File: config.mk
export PLATFORM = sky130hd
export DESIGN_NAME = rsi_top
export DESIGN_NICKNAME = d
export VERILOG_FILES = /design/src/rsi_pkg.sv /design/src/rsi_strap_latch.sv /design/src/rsi_top.sv
export SDC_FILE = /design/constraint.sdc
export NUM_CORES = 1
export LEC_CHECK = 0
export ABC_AREA = 1
export ABC_CLOCK_PERIOD_IN_PS = 1400
export BUFFER_PORTS_ARGS = -buffer_cell sky130_fd_sc_hd__buf_2
export CORE_MARGIN = 2
export CORE_UTILIZATION = 39
export CTS_BUF_LIST = sky130_fd_sc_hd__clkbuf_8
export CTS_CLUSTER_DIAMETER = 100
export DETAILED_ROUTE_END_ITERATION = 7
export PLACE_DENSITY_LB_ADDON = 0.1
export SYNTH_ARGS = -nofsm -noshare
export SYNTH_HDL_FRONTEND = slang
export SYNTH_SLANG_ARGS = --single-unit
File: constraint.sdc
create_clock -name aclk -period 1.4 [get_ports aclk]
set_clock_uncertainty 0.1 [all_clocks]
set_input_delay 0.28 -clock aclk [delete_from_list [all_inputs] [get_ports aclk]]
set_output_delay 0.28 -clock aclk [all_outputs]
set_load 0.005 [all_outputs]
File: src/rsi_pkg.sv
// Package for the reset strap and init mode block: register map, field
// positions, reset values and the strap carrier struct.
// Assumes a 32-bit AXI4-Lite register bus and one clock domain.
package rsi_pkg;

	localparam int          RSI_AXI_AW       = 4;
	localparam int          RSI_AXI_DW       = 32;

	// Register byte offsets
	localparam logic [3:0]  RSI_OFF_CTRL     = 4'h0;
	localparam logic [3:0]  RSI_OFF_STRAP    = 4'h4;
	localparam logic [3:0]  RSI_OFF_GATE     = 4'h8;
	localparam logic [3:0]  RSI_OFF_ID       = 4'hc;

	// Control/status fields (offset 0x0)
	localparam int          RSI_CTRL_CORE    = 0;
	localparam int          RSI_CTRL_RETRY   = 1;
	localparam int          RSI_CTRL_HELD    = 2;
	localparam int          RSI_CTRL_PRST    = 3;

	// Strap readout fields (offset 0x4)
	localparam int          RSI_STRAP_MODE   = 0;
	localparam int          RSI_STRAP_SLOT   = 2;
	localparam int          RSI_STRAP_NIC    = 3;

	// Select gate fields (offset 0x8)
	localparam int          RSI_GATE_SLOT    = 0;
	localparam int          RSI_GATE_NIC     = 1;

	// Reset values
	localparam logic        RSI_RST_CORE_BIT = 1'b0;
	localparam logic        RSI_RST_RETRY    = 1'b1;
	localparam logic [1:0]  RSI_RST_GATE     = 2'h0;
	localparam logic [31:0] RSI_RST_ID       = 32'h0000_5a01; // Arbitrary value

	// Init mode encodings: {core_hold, cfg_retry}
	localparam logic [1:0]  RSI_MODE_DEFAULT = 2'h3;

	localparam logic [1:0]  RSI_RESP_OKAY    = 2'h0;
	localparam logic [1:0]  RSI_RESP_SLVERR  = 2'h2;

	typedef struct packed {
		logic core_hold;
		logic cfg_retry;
		logic slot_select_gate_en;
		logic nic_select_gate_en;
	} rsi_straps_t;

	// Default straps: core runs, retry on, both select gates off
	localparam rsi_straps_t RSI_STRAPS_DEFAULT = '{1'b1, 1'b1, 1'b0, 1'b0};

	typedef enum logic [1:0] {
		RSI_BUS_IN_RESET,
		RSI_BUS_RELEASING,
		RSI_BUS_RUNNING
	} rsi_bus_state_t;

endpackage

File: src/rsi_strap_latch.sv
// Strap latch: catches the board straps on the release of the primary
// bus reset. Assumes p_rst_n and straps are synchronous to aclk.
`timescale 1ns/1ps

module rsi_strap_latch
	import rsi_pkg::*;
(
	input  wire logic        aclk,
	input  wire logic        aresetn,
	input  wire logic        p_rst_n,
	input  wire rsi_straps_t straps_in,
	output rsi_straps_t      straps_cap,
	output logic             released,
	output logic             bus_low
);

	logic        p_rst_n_reg;
	rsi_straps_t cap_reg;
	rsi_straps_t cap_next;
	logic        rel_reg;
	logic        rise;

	// Release edge: low last cycle, high now
	assign rise     = ~p_rst_n_reg & p_rst_n;
	assign cap_next = rise ? straps_in : cap_reg;

	always_ff @(posedge aclk) begin
		if (!aresetn) begin
			p_rst_n_reg <= 1'b0;
			cap_reg     <= RSI_STRAPS_DEFAULT;
			rel_reg     <= 1'b0;
		end else begin
			p_rst_n_reg <= p_rst_n;
			cap_reg     <= cap_next;
			rel_reg     <= rise;
		end
	end

	assign straps_cap = cap_reg;
	assign released   = rel_reg;
	assign bus_low    = ~p_rst_n_reg;

endmodule

File: src/rsi_top.sv
// Reset strap and init mode controller with an AXI4-Lite register slave.
// Assumes straps, primary bus reset and config requests are synchronous
// to aclk, and that the far side keeps straps steady across reset release.
`timescale 1ns/1ps

// How it works
// Core-hold strap is caught when primary bus reset releases, kept until next reset.
// Caught core-hold 0 keeps core in reset until software clears core-reset bit.
// Retry strap is caught on primary bus reset release, kept until next reset.
// Retry strap 1 with retry bit set answers every config cycle with Retry.
// Init mode is the pair core-hold, retry; mode 3 is the default.
// Slot select gate enabled lets a processor output hide the expansion slot.
// NIC select gate enabled lets a processor output hide the NIC; both default off.
// Board keeps each private/public select routing pair at opposite values.
// Straps stay steady through reset and across its release edge.
module rsi_top
	import rsi_pkg::*;
(
	input  wire logic        aclk,
	input  wire logic        aresetn,
	// Primary bus reset and straps
	input  wire logic        p_rst_n,
	input  wire logic        core_hold_strap,
	input  wire logic        cfg_retry_strap,
	input  wire logic        slot_select_gate_en,
	input  wire logic        nic_select_gate_en,
	// Core reset out
	output logic             core_rst_n,
	// Config transaction terminator
	input  wire logic        cfg_req,
	output logic             cfg_done,
	output logic             cfg_retry,
	// Select lines to the secondary bus devices
	input  wire logic        slot_idsel_in,
	input  wire logic        nic_idsel_in,
	output logic             slot_idsel_out,
	output logic             nic_idsel_out,
	output logic [1:0]       init_mode,
	// AXI4-Lite slave
	input  wire logic [3:0]  s_axi_awaddr,
	input  wire logic [2:0]  s_axi_awprot,
	input  wire logic        s_axi_awvalid,
	output logic             s_axi_awready,
	input  wire logic [31:0] s_axi_wdata,
	input  wire logic [3:0]  s_axi_wstrb,
	input  wire logic        s_axi_wvalid,
	output logic             s_axi_wready,
	output logic [1:0]       s_axi_bresp,
	output logic             s_axi_bvalid,
	input  wire logic        s_axi_bready,
	input  wire logic [3:0]  s_axi_araddr,
	input  wire logic [2:0]  s_axi_arprot,
	input  wire logic        s_axi_arvalid,
	output logic             s_axi_arready,
	output logic [31:0]      s_axi_rdata,
	output logic [1:0]       s_axi_rresp,
	output logic             s_axi_rvalid,
	input  wire logic        s_axi_rready
);

	// Identification word; value is arbitrary
	parameter logic [31:0] ID_VALUE = RSI_RST_ID;

	////////////////////////////////////////////////////////////////////////
	// Functions

	// Write-zero-to-clear for one bit, set wins over clear
	function automatic logic w0c(input logic cur, input logic hit,
	                             input logic wbit, input logic set);
		w0c = set | (cur & ~(hit & ~wbit));
	endfunction

	// Known word offsets
	function automatic logic mapped(input logic [3:0] a);
		mapped = (a == RSI_OFF_CTRL) | (a == RSI_OFF_STRAP) |
		         (a == RSI_OFF_GATE) | (a == RSI_OFF_ID);
	endfunction

	////////////////////////////////////////////////////////////////////////
	// Strap capture

	rsi_straps_t straps_raw;
	rsi_straps_t cap;
	logic        released;
	logic        bus_low;

	// Straps are sampled once per release; the board keeps them still
	// across that edge, so no second look is taken
	assign straps_raw = '{core_hold_strap, cfg_retry_strap,
	                      slot_select_gate_en, nic_select_gate_en};

	rsi_strap_latch u_latch (
		.aclk       (aclk),
		.aresetn    (aresetn),
		.p_rst_n    (p_rst_n),
		.straps_in  (straps_raw),
		.straps_cap (cap),
		.released   (released),
		.bus_low    (bus_low)
	);

	////////////////////////////////////////////////////////////////////////
	// Primary bus reset tracking

	// The middle state spans the gap while the caught straps settle in
	rsi_bus_state_t bus_state_reg;
	rsi_bus_state_t bus_state_next;
	logic           bus_held;

	always_comb begin
		bus_state_next = bus_state_reg;
		case (bus_state_reg)
			RSI_BUS_IN_RESET: begin
				if (p_rst_n)
					bus_state_next = RSI_BUS_RELEASING;
			end
			RSI_BUS_RELEASING: begin
				bus_state_next = p_rst_n ? RSI_BUS_RUNNING : RSI_BUS_IN_RESET;
			end
			RSI_BUS_RUNNING: begin
				if (!p_rst_n)
					bus_state_next = RSI_BUS_IN_RESET;
			end
			default: begin
				bus_state_next = RSI_BUS_IN_RESET;
			end
		endcase
	end

	// Status bit: anything short of running counts as in reset
	assign bus_held = (bus_state_reg != RSI_BUS_RUNNING);

	////////////////////////////////////////////////////////////////////////
	// AXI4-Lite write path

	logic        bvalid_reg;
	logic [1:0]  bresp_reg;
	logic        wr_go;
	logic        wr_ok;
	logic        wr_ctrl;
	logic        wr_gate;

	// Fields live in byte lane 0 only; the other lanes are dropped
	// Address and data are taken together in one beat; a lone one waits
	assign wr_go   = s_axi_awvalid & s_axi_wvalid & ~bvalid_reg;
	assign wr_ok   = mapped(s_axi_awaddr);
	assign wr_ctrl = wr_go & (s_axi_awaddr == RSI_OFF_CTRL) & s_axi_wstrb[0];
	assign wr_gate = wr_go & (s_axi_awaddr == RSI_OFF_GATE) & s_axi_wstrb[0];

	assign s_axi_awready = wr_go;
	assign s_axi_wready  = wr_go;
	assign s_axi_bvalid  = bvalid_reg;
	assign s_axi_bresp   = bresp_reg;

	always_ff @(posedge aclk) begin
		if (!aresetn) begin
			bvalid_reg <= 1'b0;
			bresp_reg  <= RSI_RESP_OKAY;
		end else if (wr_go) begin
			bvalid_reg <= 1'b1;
			bresp_reg  <= wr_ok ? RSI_RESP_OKAY : RSI_RESP_SLVERR;
		end else if (s_axi_bready) begin
			bvalid_reg <= 1'b0;
		end
	end

	////////////////////////////////////////////////////////////////////////
	// Control bits

	logic       core_bit_reg;
	logic       core_bit_next;
	logic       retry_bit_reg;
	logic       retry_bit_next;
	logic [1:0] gate_reg;
	logic [1:0] gate_next;

	// The release pulse arms the bits from the caught straps; a software
	// clear landing in that same cycle loses so the hold is never skipped.
	// The core bit is reloaded on every release, not only set: a hold left
	// from an earlier bus session must not outlive a caught strap of 1
	assign core_bit_next  = released ? ~cap.core_hold :
	                        w0c(core_bit_reg, wr_ctrl,
	                            s_axi_wdata[RSI_CTRL_CORE], 1'b0);
	// A caught retry strap of 0 leaves the bit alone; retry_now is gated
	// by the strap anyway, so a stale bit cannot retry
	assign retry_bit_next = w0c(retry_bit_reg, wr_ctrl,
	                            s_axi_wdata[RSI_CTRL_RETRY],
	                            released & cap.cfg_retry);
	assign gate_next      = wr_gate ? s_axi_wdata[1:0] : gate_reg;

	always_ff @(posedge aclk) begin
		if (!aresetn) begin
			core_bit_reg  <= RSI_RST_CORE_BIT;
			retry_bit_reg <= RSI_RST_RETRY;
			gate_reg      <= RSI_RST_GATE;
			bus_state_reg <= RSI_BUS_IN_RESET;
		end else begin
			core_bit_reg  <= core_bit_next;
			retry_bit_reg <= retry_bit_next;
			gate_reg      <= gate_next;
			bus_state_reg <= bus_state_next;
		end
	end

	////////////////////////////////////////////////////////////////////////
	// Core reset, config terminator, select lines

	logic       core_rst_n_reg;
	logic       core_held;
	logic       cfg_done_reg;
	logic       cfg_retry_reg;
	logic       retry_now;
	logic       slot_idsel_reg;
	logic       nic_idsel_reg;
	logic       slot_idsel_next;
	logic       nic_idsel_next;

	// Held through the bus reset and the capture gap, then by the bit
	assign core_held = ~p_rst_n | bus_low | core_bit_next;

	// Every request is answered one cycle later; there is no back-pressure
	// Retry needs only the bit and the caught strap; the bus reset state is not looked at
	assign retry_now = retry_bit_reg & cap.cfg_retry;

	// Gate enabled: processor output can pull the select low to hide
	// Hiding only ever pulls a select low; it never raises one
	assign slot_idsel_next = slot_idsel_in &
	                         ~(cap.slot_select_gate_en & gate_reg[RSI_GATE_SLOT]);
	assign nic_idsel_next  = nic_idsel_in &
	                         ~(cap.nic_select_gate_en & gate_reg[RSI_GATE_NIC]);

	always_ff @(posedge aclk) begin
		if (!aresetn) begin
			core_rst_n_reg <= 1'b0;
			cfg_done_reg   <= 1'b0;
			cfg_retry_reg  <= 1'b0;
			slot_idsel_reg <= 1'b0;
			nic_idsel_reg  <= 1'b0;
		end else begin
			core_rst_n_reg <= ~core_held;
			cfg_done_reg   <= cfg_req;
			cfg_retry_reg  <= cfg_req & retry_now;
			slot_idsel_reg <= slot_idsel_next;
			nic_idsel_reg  <= nic_idsel_next;
		end
	end

	assign core_rst_n     = core_rst_n_reg;
	assign cfg_done       = cfg_done_reg;
	assign cfg_retry      = cfg_retry_reg;
	assign slot_idsel_out = slot_idsel_reg;
	assign nic_idsel_out  = nic_idsel_reg;
	assign init_mode      = {cap.core_hold, cap.cfg_retry};

	////////////////////////////////////////////////////////////////////////
	// AXI4-Lite read path

	logic        rvalid_reg;
	logic [31:0] rdata_reg;
	logic [1:0]  rresp_reg;
	logic        rd_go;
	logic [31:0] ctrl_word;
	logic [31:0] strap_word;
	logic [31:0] gate_word;
	logic [31:0] rd_word;

	// Unmapped offsets read as zero and answer SLVERR
	assign rd_go = s_axi_arvalid & ~rvalid_reg;

	assign ctrl_word  = {28'h0000000,
	                     bus_held,
	                     ~core_rst_n_reg,
	                     retry_bit_reg,
	                     core_bit_reg};
	assign strap_word = {28'h0000000, cap.nic_select_gate_en,
	                     cap.slot_select_gate_en, init_mode};
	assign gate_word  = {30'h00000000, gate_reg};

	assign rd_word = (s_axi_araddr == RSI_OFF_CTRL)  ? ctrl_word  :
	                 (s_axi_araddr == RSI_OFF_STRAP) ? strap_word :
	                 (s_axi_araddr == RSI_OFF_GATE)  ? gate_word  :
	                 (s_axi_araddr == RSI_OFF_ID)    ? ID_VALUE   :
	                 32'h00000000;

	assign s_axi_arready = rd_go;
	assign s_axi_rvalid  = rvalid_reg;
	assign s_axi_rdata   = rdata_reg;
	assign s_axi_rresp   = rresp_reg;

	always_ff @(posedge aclk) begin
		if (!aresetn) begin
			rvalid_reg <= 1'b0;
			rdata_reg  <= 32'h00000000;
			rresp_reg  <= RSI_RESP_OKAY;
		end else if (rd_go) begin
			rvalid_reg <= 1'b1;
			rdata_reg  <= rd_word;
			rresp_reg  <= mapped(s_axi_araddr) ? RSI_RESP_OKAY : RSI_RESP_SLVERR;
		end else if (s_axi_rready) begin
			rvalid_reg <= 1'b0;
		end
	end

endmodule

==> results of run 1 <==
repair_timing:
item                       in CTS  in global routing
gates resized for setup         1                  1
pin swaps                       0                  1
hold buffers                    0                  0
setup buffers                   0                  1
setup endpoints to repair       1                  3
per-stage QoR:
stage | std cells | power [uW] | setup slack [ns]
after floorplan | 206 | 1000 | 0.343
after global placement | 267 | 1040 | 0.212
after detailed placement | 267 | 1040 | 0.181
after CTS | 271 | 1520 | 0.0327
after global routing | 272 | 1610 | 0.000419
final | 272 | 1500 | 0.0804
cell families (layout without fill, tap and decap cells):
logic type	Yosys count	in the layout
and+or+nand+nor	75	75
buffers and inverters	57	77
DFF	26	26
AOI/OAI and AO/OA	22	22
other	1	26
metal layers:
| layer | part of all wire [%] | track usage, % |
|---|---|---|
| met5 | 0 | 0 |
| met4 | 0.58 | 3.65 |
| met3 | 6.2 | 4.97 |
| met2 | 47 | 22.9 |
| met1 | 46 | 16.5 |
report_power, final:
group / internal (uW) / leakage, uW / switching (uW)
Combinational: 96.1 / 0.000618 / 125
Clock: 251 / 0.0000288 / 223
Sequential: 781 / 0.000214 / 27.0
cell type report:
type                       count  area, um^2  area share [%]
timing repair buffer          50         258            16.9
tap                           46        57.6            3.77
inverter                      23        86.3            5.65
clock buffer                   4        55.1            3.60
multi-input combinational    123         551            36.0
sequential                    26         520            34.1
placed cells by master (no fill, tap or decap):
| master | netlist | final |
|---|---|---|
| nor2_4 | 0 | 1 |
| conb_1 | 1 | 26 |
| nor3_1 | 2 | 2 |
| nor2_1 | 25 | 25 |
| dfxtp_1 | 26 | 26 |
| nand3_1 | 11 | 11 |
| inv_1 | 23 | 22 |
| nand3_2 | 1 | 1 |
| inv_2 | 0 | 1 |
| o211ai_1 | 2 | 2 |
| a21oi_1 | 10 | 10 |
| nand2_1 | 30 | 30 |
| nor2_2 | 3 | 2 |
| buf_2 | 1 | 47 |
| buf_4 | 33 | 3 |
| or2_0 | 1 | 1 |
| o21ai_0 | 10 | 10 |
| nand2_2 | 1 | 1 |
| clkbuf_8 | 0 | 4 |
| nor2_8 | 1 | 1 |
worst reg2reg max path, cell delays in order (launching register included):
cell and delay (ns):
dfxtp_1 0.31, inv_1 0.06, nand3_1 0.11, nor2_2 0.18
nand2_1 0.06, o21ai_0 0.16, nand2_1 0.06
final timing paths:
kind                   end         start  cells past startpoint  slack [ns]
max          s_axi_arready  s_axi_rvalid                      2        0.08
min               cfg_done       cfg_req                      3        0.11
max reg2reg  retry_bit_reg  s_axi_bvalid                      6        0.24
min reg2reg  nic_idsel_out   gate_reg[1]                      1        0.33
==> impl_metrics.py, run 1 <==
metrics = {
    "run_status": {
        "status": "completed",
    },
    "global_routing": {
        "gr-usage-all-layers_pct": 13.7,
        "grt_pass1_wl_mm": 3.79,
        "antenna_found_initial": 0,
        "grt-ovfl-total": 0,
        "grt_pass1_vias": 909,
        "grt_max_degree": 15,
    },
    "sta": {
        "fin_crit_ns": 1.32,
        "min_period_over_period_pct": 94.3,
        "fin_tns_setup_ns": 0,
        "slew_viol_final": 0,
        "hold_viol": 0,
        "holdWs_ns": 0.107,
        "clock.fmax_mhz": 758,
        "grt_setup_unrepaired": "false",
        "setup_violations": 0,
    },
    "critical_path": {
        "worst_setup_path_start_kind": "flop",
        "crit_path_max_fanout": 7,
        "critical_path_arrival_ns": 0.94,
        "critPathBufInv": 1,
        "critPathCaptureType": "output pin",
        "worstPathCellList": "nor2_4 -> buf_2",
        "path_class": "reg -> out",
        "path_delay_family": "flip-flops",
        "max_stage_delay_ns": 0.36,
        "critPathSlowestCell": "dfxtp_1",
        "cp.required_ns": 1.02,
    },
    "clock_tree": {
        "path_clk_slew_ns": 0.08,
        "clk_latency_ns": 0.27,
        "clock_path_buffers": 2,
        "numCtsBuffers": 3,
        "cts_tree": "built",
        "root_buffer": "clkbuf_8",
        "clock_sinks": 26,
        "h-tree-depth": 1,
    },
    "floorplan": {
        "initial_core_util_pct": 39.9,
        "die_h_um": 62.0,
        "io_pins": 113,
        "rows": 21,
        "core_area_um2": 3280,
        "dieWidth_um": 62.0,
        "die-area_um2": 3840,
    },
    "synthesis": {
        "synthXorXnorAreaFrac_pct": 0,
        "yosys.area_share.simple_pct": 25.4,
        "netlist_area_um2": 1310,
        "synth.most_common_cell": "buf_4",
        "synth_common_cells": "buf_4, nand2_1, dfxtp_1, nor2_1, inv_1",
        "synth-compound-area-share_pct": 8.78,
        "ys.flop_type": "dfxtp_1",
        "syn_inst": 181,
        "yosysSeqAreaShare_pct": 39.7,
        "yosysTopAreaCell": "dfxtp_1",
        "synthDistinctLibCells": 17,
        "synth-edff-count": 0,
        "synth_top_area_share_pct": 39.7,
        "synthTopCellsByArea": "dfxtp_1, buf_4, nand2_1",
        "async_flop_share_pct": 0,
        "synth_top_family_by_area": "buffers and inverters",
        "yosysWarnings": 0,
        "ys_ff_latch": 26,
        "synth_fa_ha_area_share_pct": 0,
        "syn_avg_cell_area_um2": 7.24,
        "synthMuxAreaShare_pct": 0,
    },
    "route": {
        "avgRoutedWirePerCell_um": 8.92,
        "num_vias": 1098,
        "dr.pass1.iters": 4,
        "wirelength_mm": 2.43,
        "drtIter0Drc": 28,
        "ant_nets": 0,
        "vias_per_cell": 4.04,
        "drc": 0,
    },
    "finish": {
        "drive_above_1_share_pct": 27.0,
        "fin_nets": 292,
        "fillCellCount": 353,
        "areaGrowthSynthToFinish_pct": 16.5,
        "final_util_pct": 46.5,
        "largest_register_ffs": 5,
        "finish.instance_area_um2": 1530,
        "diodes": 0,
    },
    "worst_hold_path": {
        "holdCritPathClass": "in -> reg",
    },
    "place": {
        "io_buffer_count": 47,
        "gp_congestion": 0.793,
        "hpwl_mm": 2.02,
        "place_area_um2": 1460,
    },
    "pwr": {
        "peakVddDrop_v": 0.000688,
        "power_density_nw_per_um2": 984,
        "p_leak_uw": 0.000861,
    },
    "job": {
        "cap_violations": 0,
    },
}
No activity file was read; power rests on OpenSTA's default activity.
==> run 2: changes to the inputs <==
- PLACE_DENSITY: unset -> 0.87
- PLACE_DENSITY_LB_ADDON: 0.1 -> unset
==> run 2 against run 1 <==
Non-clock buffer count down 1; critical endpoint is now s_axi_awready; largest power group unchanged; wire length up 1.6%; sequential share of layout area up 0.17 points; critical path type unchanged.
==> impl_metrics.py, run 2 (same netlist as run 1, synthesis figures left out) <==
metrics = {
    "run_status": {
        "status": "completed",
    },
    "clock_tree": {
        "clk_latency_ns": 0.26,
        "cts_resized": 0,
        "clock_path_buffers": 2,
        "postCtsSetupBuffers": 0,
        "ctsHoldBuffers": 0,
        "path_clk_slew_ns": 0.08,
        "cts_tree": "built",
        "clock_sinks": 26,
        "root_buffer": "clkbuf_8",
        "numCtsBuffers": 3,
        "h-tree-depth": 1,
    },
    "floorplan": {
        "initial_core_util_pct": 39.9,
        "die-area_um2": 3840,
        "die_h_um": 62.0,
        "io_pins": 113,
        "rows": 21,
        "core_area_um2": 3280,
        "dieWidth_um": 62.0,
    },
    "sta": {
        "clock.fmax_mhz": 773,
        "grt_setup_unrepaired": "false",
        "fin_crit_ns": 1.29,
        "hold_viol": 0,
        "fin_tns_setup_ns": 0,
        "holdWs_ns": 0.113,
        "slew_viol_final": 0,
        "min_period_over_period_pct": 92.4,
        "setup_violations": 0,
    },
    "place": {
        "hpwl_mm": 1.96,
        "placed_cells": 267,
        "io_buffer_count": 47,
        "place_area_um2": 1460,
        "gp_congestion": 0.784,
    },
    "global_routing": {
        "antenna_found_initial": 0,
        "gr-usage-all-layers_pct": 13.4,
        "grt-ovfl-total": 0,
        "grt_pass1_vias": 953,
        "grt_max_degree": 15,
        "grt_pass1_wl_mm": 3.80,
    },
    "finish": {
        "largest_register_ffs": 5,
        "layoutNonFillerInstCount": 271,
        "finish.instance_area_um2": 1520,
        "final_cell_mix": "buf_2, nand2_1, conb_1, dfxtp_1, nor2_1",
        "diodes": 0,
        "drive_above_1_share_pct": 27.6,
        "final_common_cell": "buf_2",
        "fillCellCount": 336,
        "areaGrowthSynthToFinish_pct": 15.9,
        "fin_nets": 291,
    },
    "route": {
        "drc": 0,
        "wirelength_mm": 2.46,
        "dr.pass1.iters": 4,
        "num_vias": 1135,
        "avgRoutedWirePerCell_um": 9.09,
        "drtIter0Drc": 35,
        "vias_per_cell": 4.19,
        "ant_nets": 0,
    },
    "worst_hold_path": {
        "holdCritPathClass": "in -> reg",
    },
    "critical_path": {
        "crit_path_max_fanout": 4,
        "worst_setup_path_start_kind": "flop",
        "critPathCaptureType": "output pin",
        "cp.required_ns": 1.02,
        "path_class": "reg -> out",
        "critical_path_arrival_ns": 0.91,
    },
    "pwr": {
        "power_density_nw_per_um2": 986,
        "peakVddDrop_v": 0.000337,
        "p_leak_uw": 0.000856,
    },
    "job": {
        "cap_violations": 0,
    },
}
[run 2: changes by cell type in the layout (fill, tap and decap cells not counted), sizes merged]
| cell | before | now |
|---|---|---|
| buf | 50 | 49 |
[run 2: cell type report]
cell class                      instances  area, um^2  area share, %
Tap cell                               46        57.6           3.79
Clock buffer                            4        55.1           3.62
Inverter                               23        86.3           5.68
Sequential cell                        26         520           34.2
Multi-Input combinational cell        123         551           36.2
Timing Repair Buffer                   49         250           16.5
[run 2: final timing paths]
| kind | startpoint | endpoint | slack [ns] | cells past startpoint |
|---|---|---|---|---|
| min reg2reg | gate_reg[0] | slot_idsel_out | 0.34 | 1 |
| min | cfg_retry_strap | u_latch.straps_cap[2] | 0.11 | 3 |
| max | s_axi_bvalid | s_axi_awready | 0.11 | 4 |
| max reg2reg | s_axi_bvalid | gate_reg[1] | 0.28 | 7 |
[run 2: per-layer routing]
metal | global-route usage (%) | share of wire (%) | wire length (um)
met1 | 14.3 | 40 | 979
met2 | 25.6 | 53 | 1310
met3 | 2.07 | 7.0 | 172
met4 | 5.47 | 0 | 0
met5 | 0 | 0 | 0
[run 2: where the power goes]
part           leakage, uW  switching, uW  total (uW)  internal (uW)
registers         0.000214           25.7         807            781
logic             0.000613            126         220           94.1
clock network    0.0000288            221         472            251
[run 2: per-stage QoR]
stage	setup WS, ns	total power, uW	utilization (%)
2_1_floorplan	0.343	1000	-
3_3_place_gp	0.236	1040	44.5
3_5_place_dp	0.227	1040	44.5
4_1_cts	0.0280	1510	46.1
5_1_grt	0.0265	1600	46.3
6_report	0.107	1500	46.3
[run 2: worst max-delay path, stage by stage (launching register included)]
cell     delay [ns]
dfxtp_1        0.33
inv_2          0.06
nand3_2        0.07
inv_2          0.08
buf_2          0.11
==> run 3: changes to the inputs <==
- MAX_ROUTING_LAYER: unset -> met4
==> run 3 against run 2 <==
Design area stayed put; fmax hardly changed; die area stayed put; critical path depth stayed put; combinational power hardly changed; cell count stayed put; global-route usage is 0.41 points higher; sequential power hardly changed; total power stayed put; sequential share of layout area stayed put; clock power hardly changed; first-iteration DRC count stayed put; largest power group unchanged; highest routed layer unchanged.
==> impl_metrics.py, run 3 (same netlist as run 1, synthesis figures left out) <==
metrics = {
    "run_status": {
        "status": "completed",
    },
    "worst_hold_path": {
        "holdCritPathClass": "in -> reg",
        "whs_path_depth": 3,
        "min_to": "u_latch.straps_cap[2]",
        "hold_start": "cfg_retry_strap",
    },
    "finish": {
        "diodes": 0,
        "fin_nets": 291,
        "final_common_cell": "buf_2",
        "fillCellCount": 336,
        "largest_register_ffs": 5,
        "drive_above_1_share_pct": 27.6,
        "final_cell_mix": "buf_2, nand2_1, conb_1, dfxtp_1, nor2_1",
        "layoutNonFillerInstCount": 271,
        "areaGrowthSynthToFinish_pct": 15.9,
    },
    "global_routing": {
        "grt_pass1_vias": 953,
        "gr-usage-all-layers_pct": 13.8,
        "grt_max_degree": 15,
        "grt_pass1_wl_mm": 3.80,
        "grt-ovfl-total": 0,
        "antenna_found_initial": 0,
    },
    "sta": {
        "clock.fmax_mhz": 773,
        "hold_viol": 0,
        "setup_violations": 0,
        "fin_tns_setup_ns": 0,
        "grt_setup_unrepaired": "false",
        "slew_viol_final": 0,
        "min_period_over_period_pct": 92.4,
        "fin_crit_ns": 1.29,
        "holdWs_ns": 0.113,
    },
    "clock_tree": {
        "clk_latency_ns": 0.26,
        "root_buffer": "clkbuf_8",
        "h-tree-depth": 1,
        "ctsHoldBuffers": 0,
        "numCtsBuffers": 3,
        "path_clk_slew_ns": 0.08,
        "cts_resized": 0,
        "clock_sinks": 26,
        "clock_path_buffers": 2,
        "postCtsSetupBuffers": 0,
        "cts_tree": "built",
    },
    "critical_path": {
        "cp.required_ns": 1.02,
        "worst_r2r_path_depth": 7,
        "critPathCaptureType": "output pin",
        "max_stage_delay_ns": 0.33,
        "timing.critical_path.mode_cell": "inv_2",
        "path_class": "reg -> out",
        "critical_path_arrival_ns": 0.91,
        "rrSetupSlack_ns": 0.28,
        "r2r-start": "s_axi_bvalid",
        "worstPathCellList": "inv_2 -> nand3_2 -> inv_2 -> buf_2",
        "crit_path_max_fanout": 4,
        "rr_endpoint": "gate_reg[1]",
        "worst_setup_path_start_kind": "flop",
        "critPathSlowestCell": "dfxtp_1",
    },
    "place": {
        "io_buffer_count": 47,
        "hpwl_mm": 1.96,
        "gp_congestion": 0.795,
        "placed_cells": 267,
    },
    "route": {
        "ant_nets": 0,
        "dr.pass1.iters": 4,
        "num_vias": 1135,
        "vias_per_cell": 4.19,
        "drc": 0,
        "wirelength_mm": 2.47,
        "drtIter0Drc": 35,
        "avgRoutedWirePerCell_um": 9.10,
    },
    "job": {
        "cap_violations": 0,
    },
    "floorplan": {
        "dieWidth_um": 62.0,
        "initial_core_util_pct": 39.9,
        "core_area_um2": 3280,
        "io_pins": 113,
        "rows": 21,
        "die-area_um2": 3840,
        "die_h_um": 62.0,
    },
    "pwr": {
        "p_leak_uw": 0.000856,
        "peakVddDrop_v": 0.000337,
        "power_density_nw_per_um2": 986,
        "power_uw": 1500,
    },
}
[run 3: critical path: cells and delay by family, from the launching register on]
family	cells	cell delay [ns]
flops	1	0.33
buf+inv	3	0.25
simple gates	1	0.07
[run 3: power breakdown]
part           internal, uW  switching, uW  total (uW)
Clock                   251            221         472
Sequential              781           25.7         807
Combinational          94.1            126         220
[run 3: worst max-delay path by stage]
| stage | end | from |
|---|---|---|
| after CTS | s_axi_awready | s_axi_bvalid |
| final | s_axi_awready | s_axi_bvalid |
| after floorplan | s_axi_wready | s_axi_bvalid |
| after global routing | s_axi_awready | s_axi_bvalid |
| after global placement | s_axi_rdata[2] | s_axi_araddr[1] |
| after detailed placement | s_axi_rdata[2] | s_axi_araddr[1] |
[run 3: layout make-up]
cell class	instances	area, um^2	share of cell area (%)
clock buffer	4	55.1	3.62
sequential	26	520	34.2
multi-input combinational	123	551	36.2
tap	46	57.6	3.79
timing repair buffer	49	250	16.5
inverter	23	86.3	5.68
[run 3: through the flow]
stage          util [%]  worst slack [ns]  instance area, um^2
6_report           46.3             0.107                 1520
3_3_place_gp       44.5             0.236                 1460
4_1_cts            46.1            0.0280                 1520
2_1_floorplan         -             0.343                 1410
3_5_place_dp       44.5             0.227                 1460
5_1_grt            46.3            0.0265                 1520
[run 3: layer usage]
layer  share of wire [%]  global-route usage [%]  wire [um]
met1                  41                    14.8       1010
met2                  53                    25.6       1310
met5                   0                       -          0
met4                   0                    5.47          0
met3                 5.7                    1.24        141
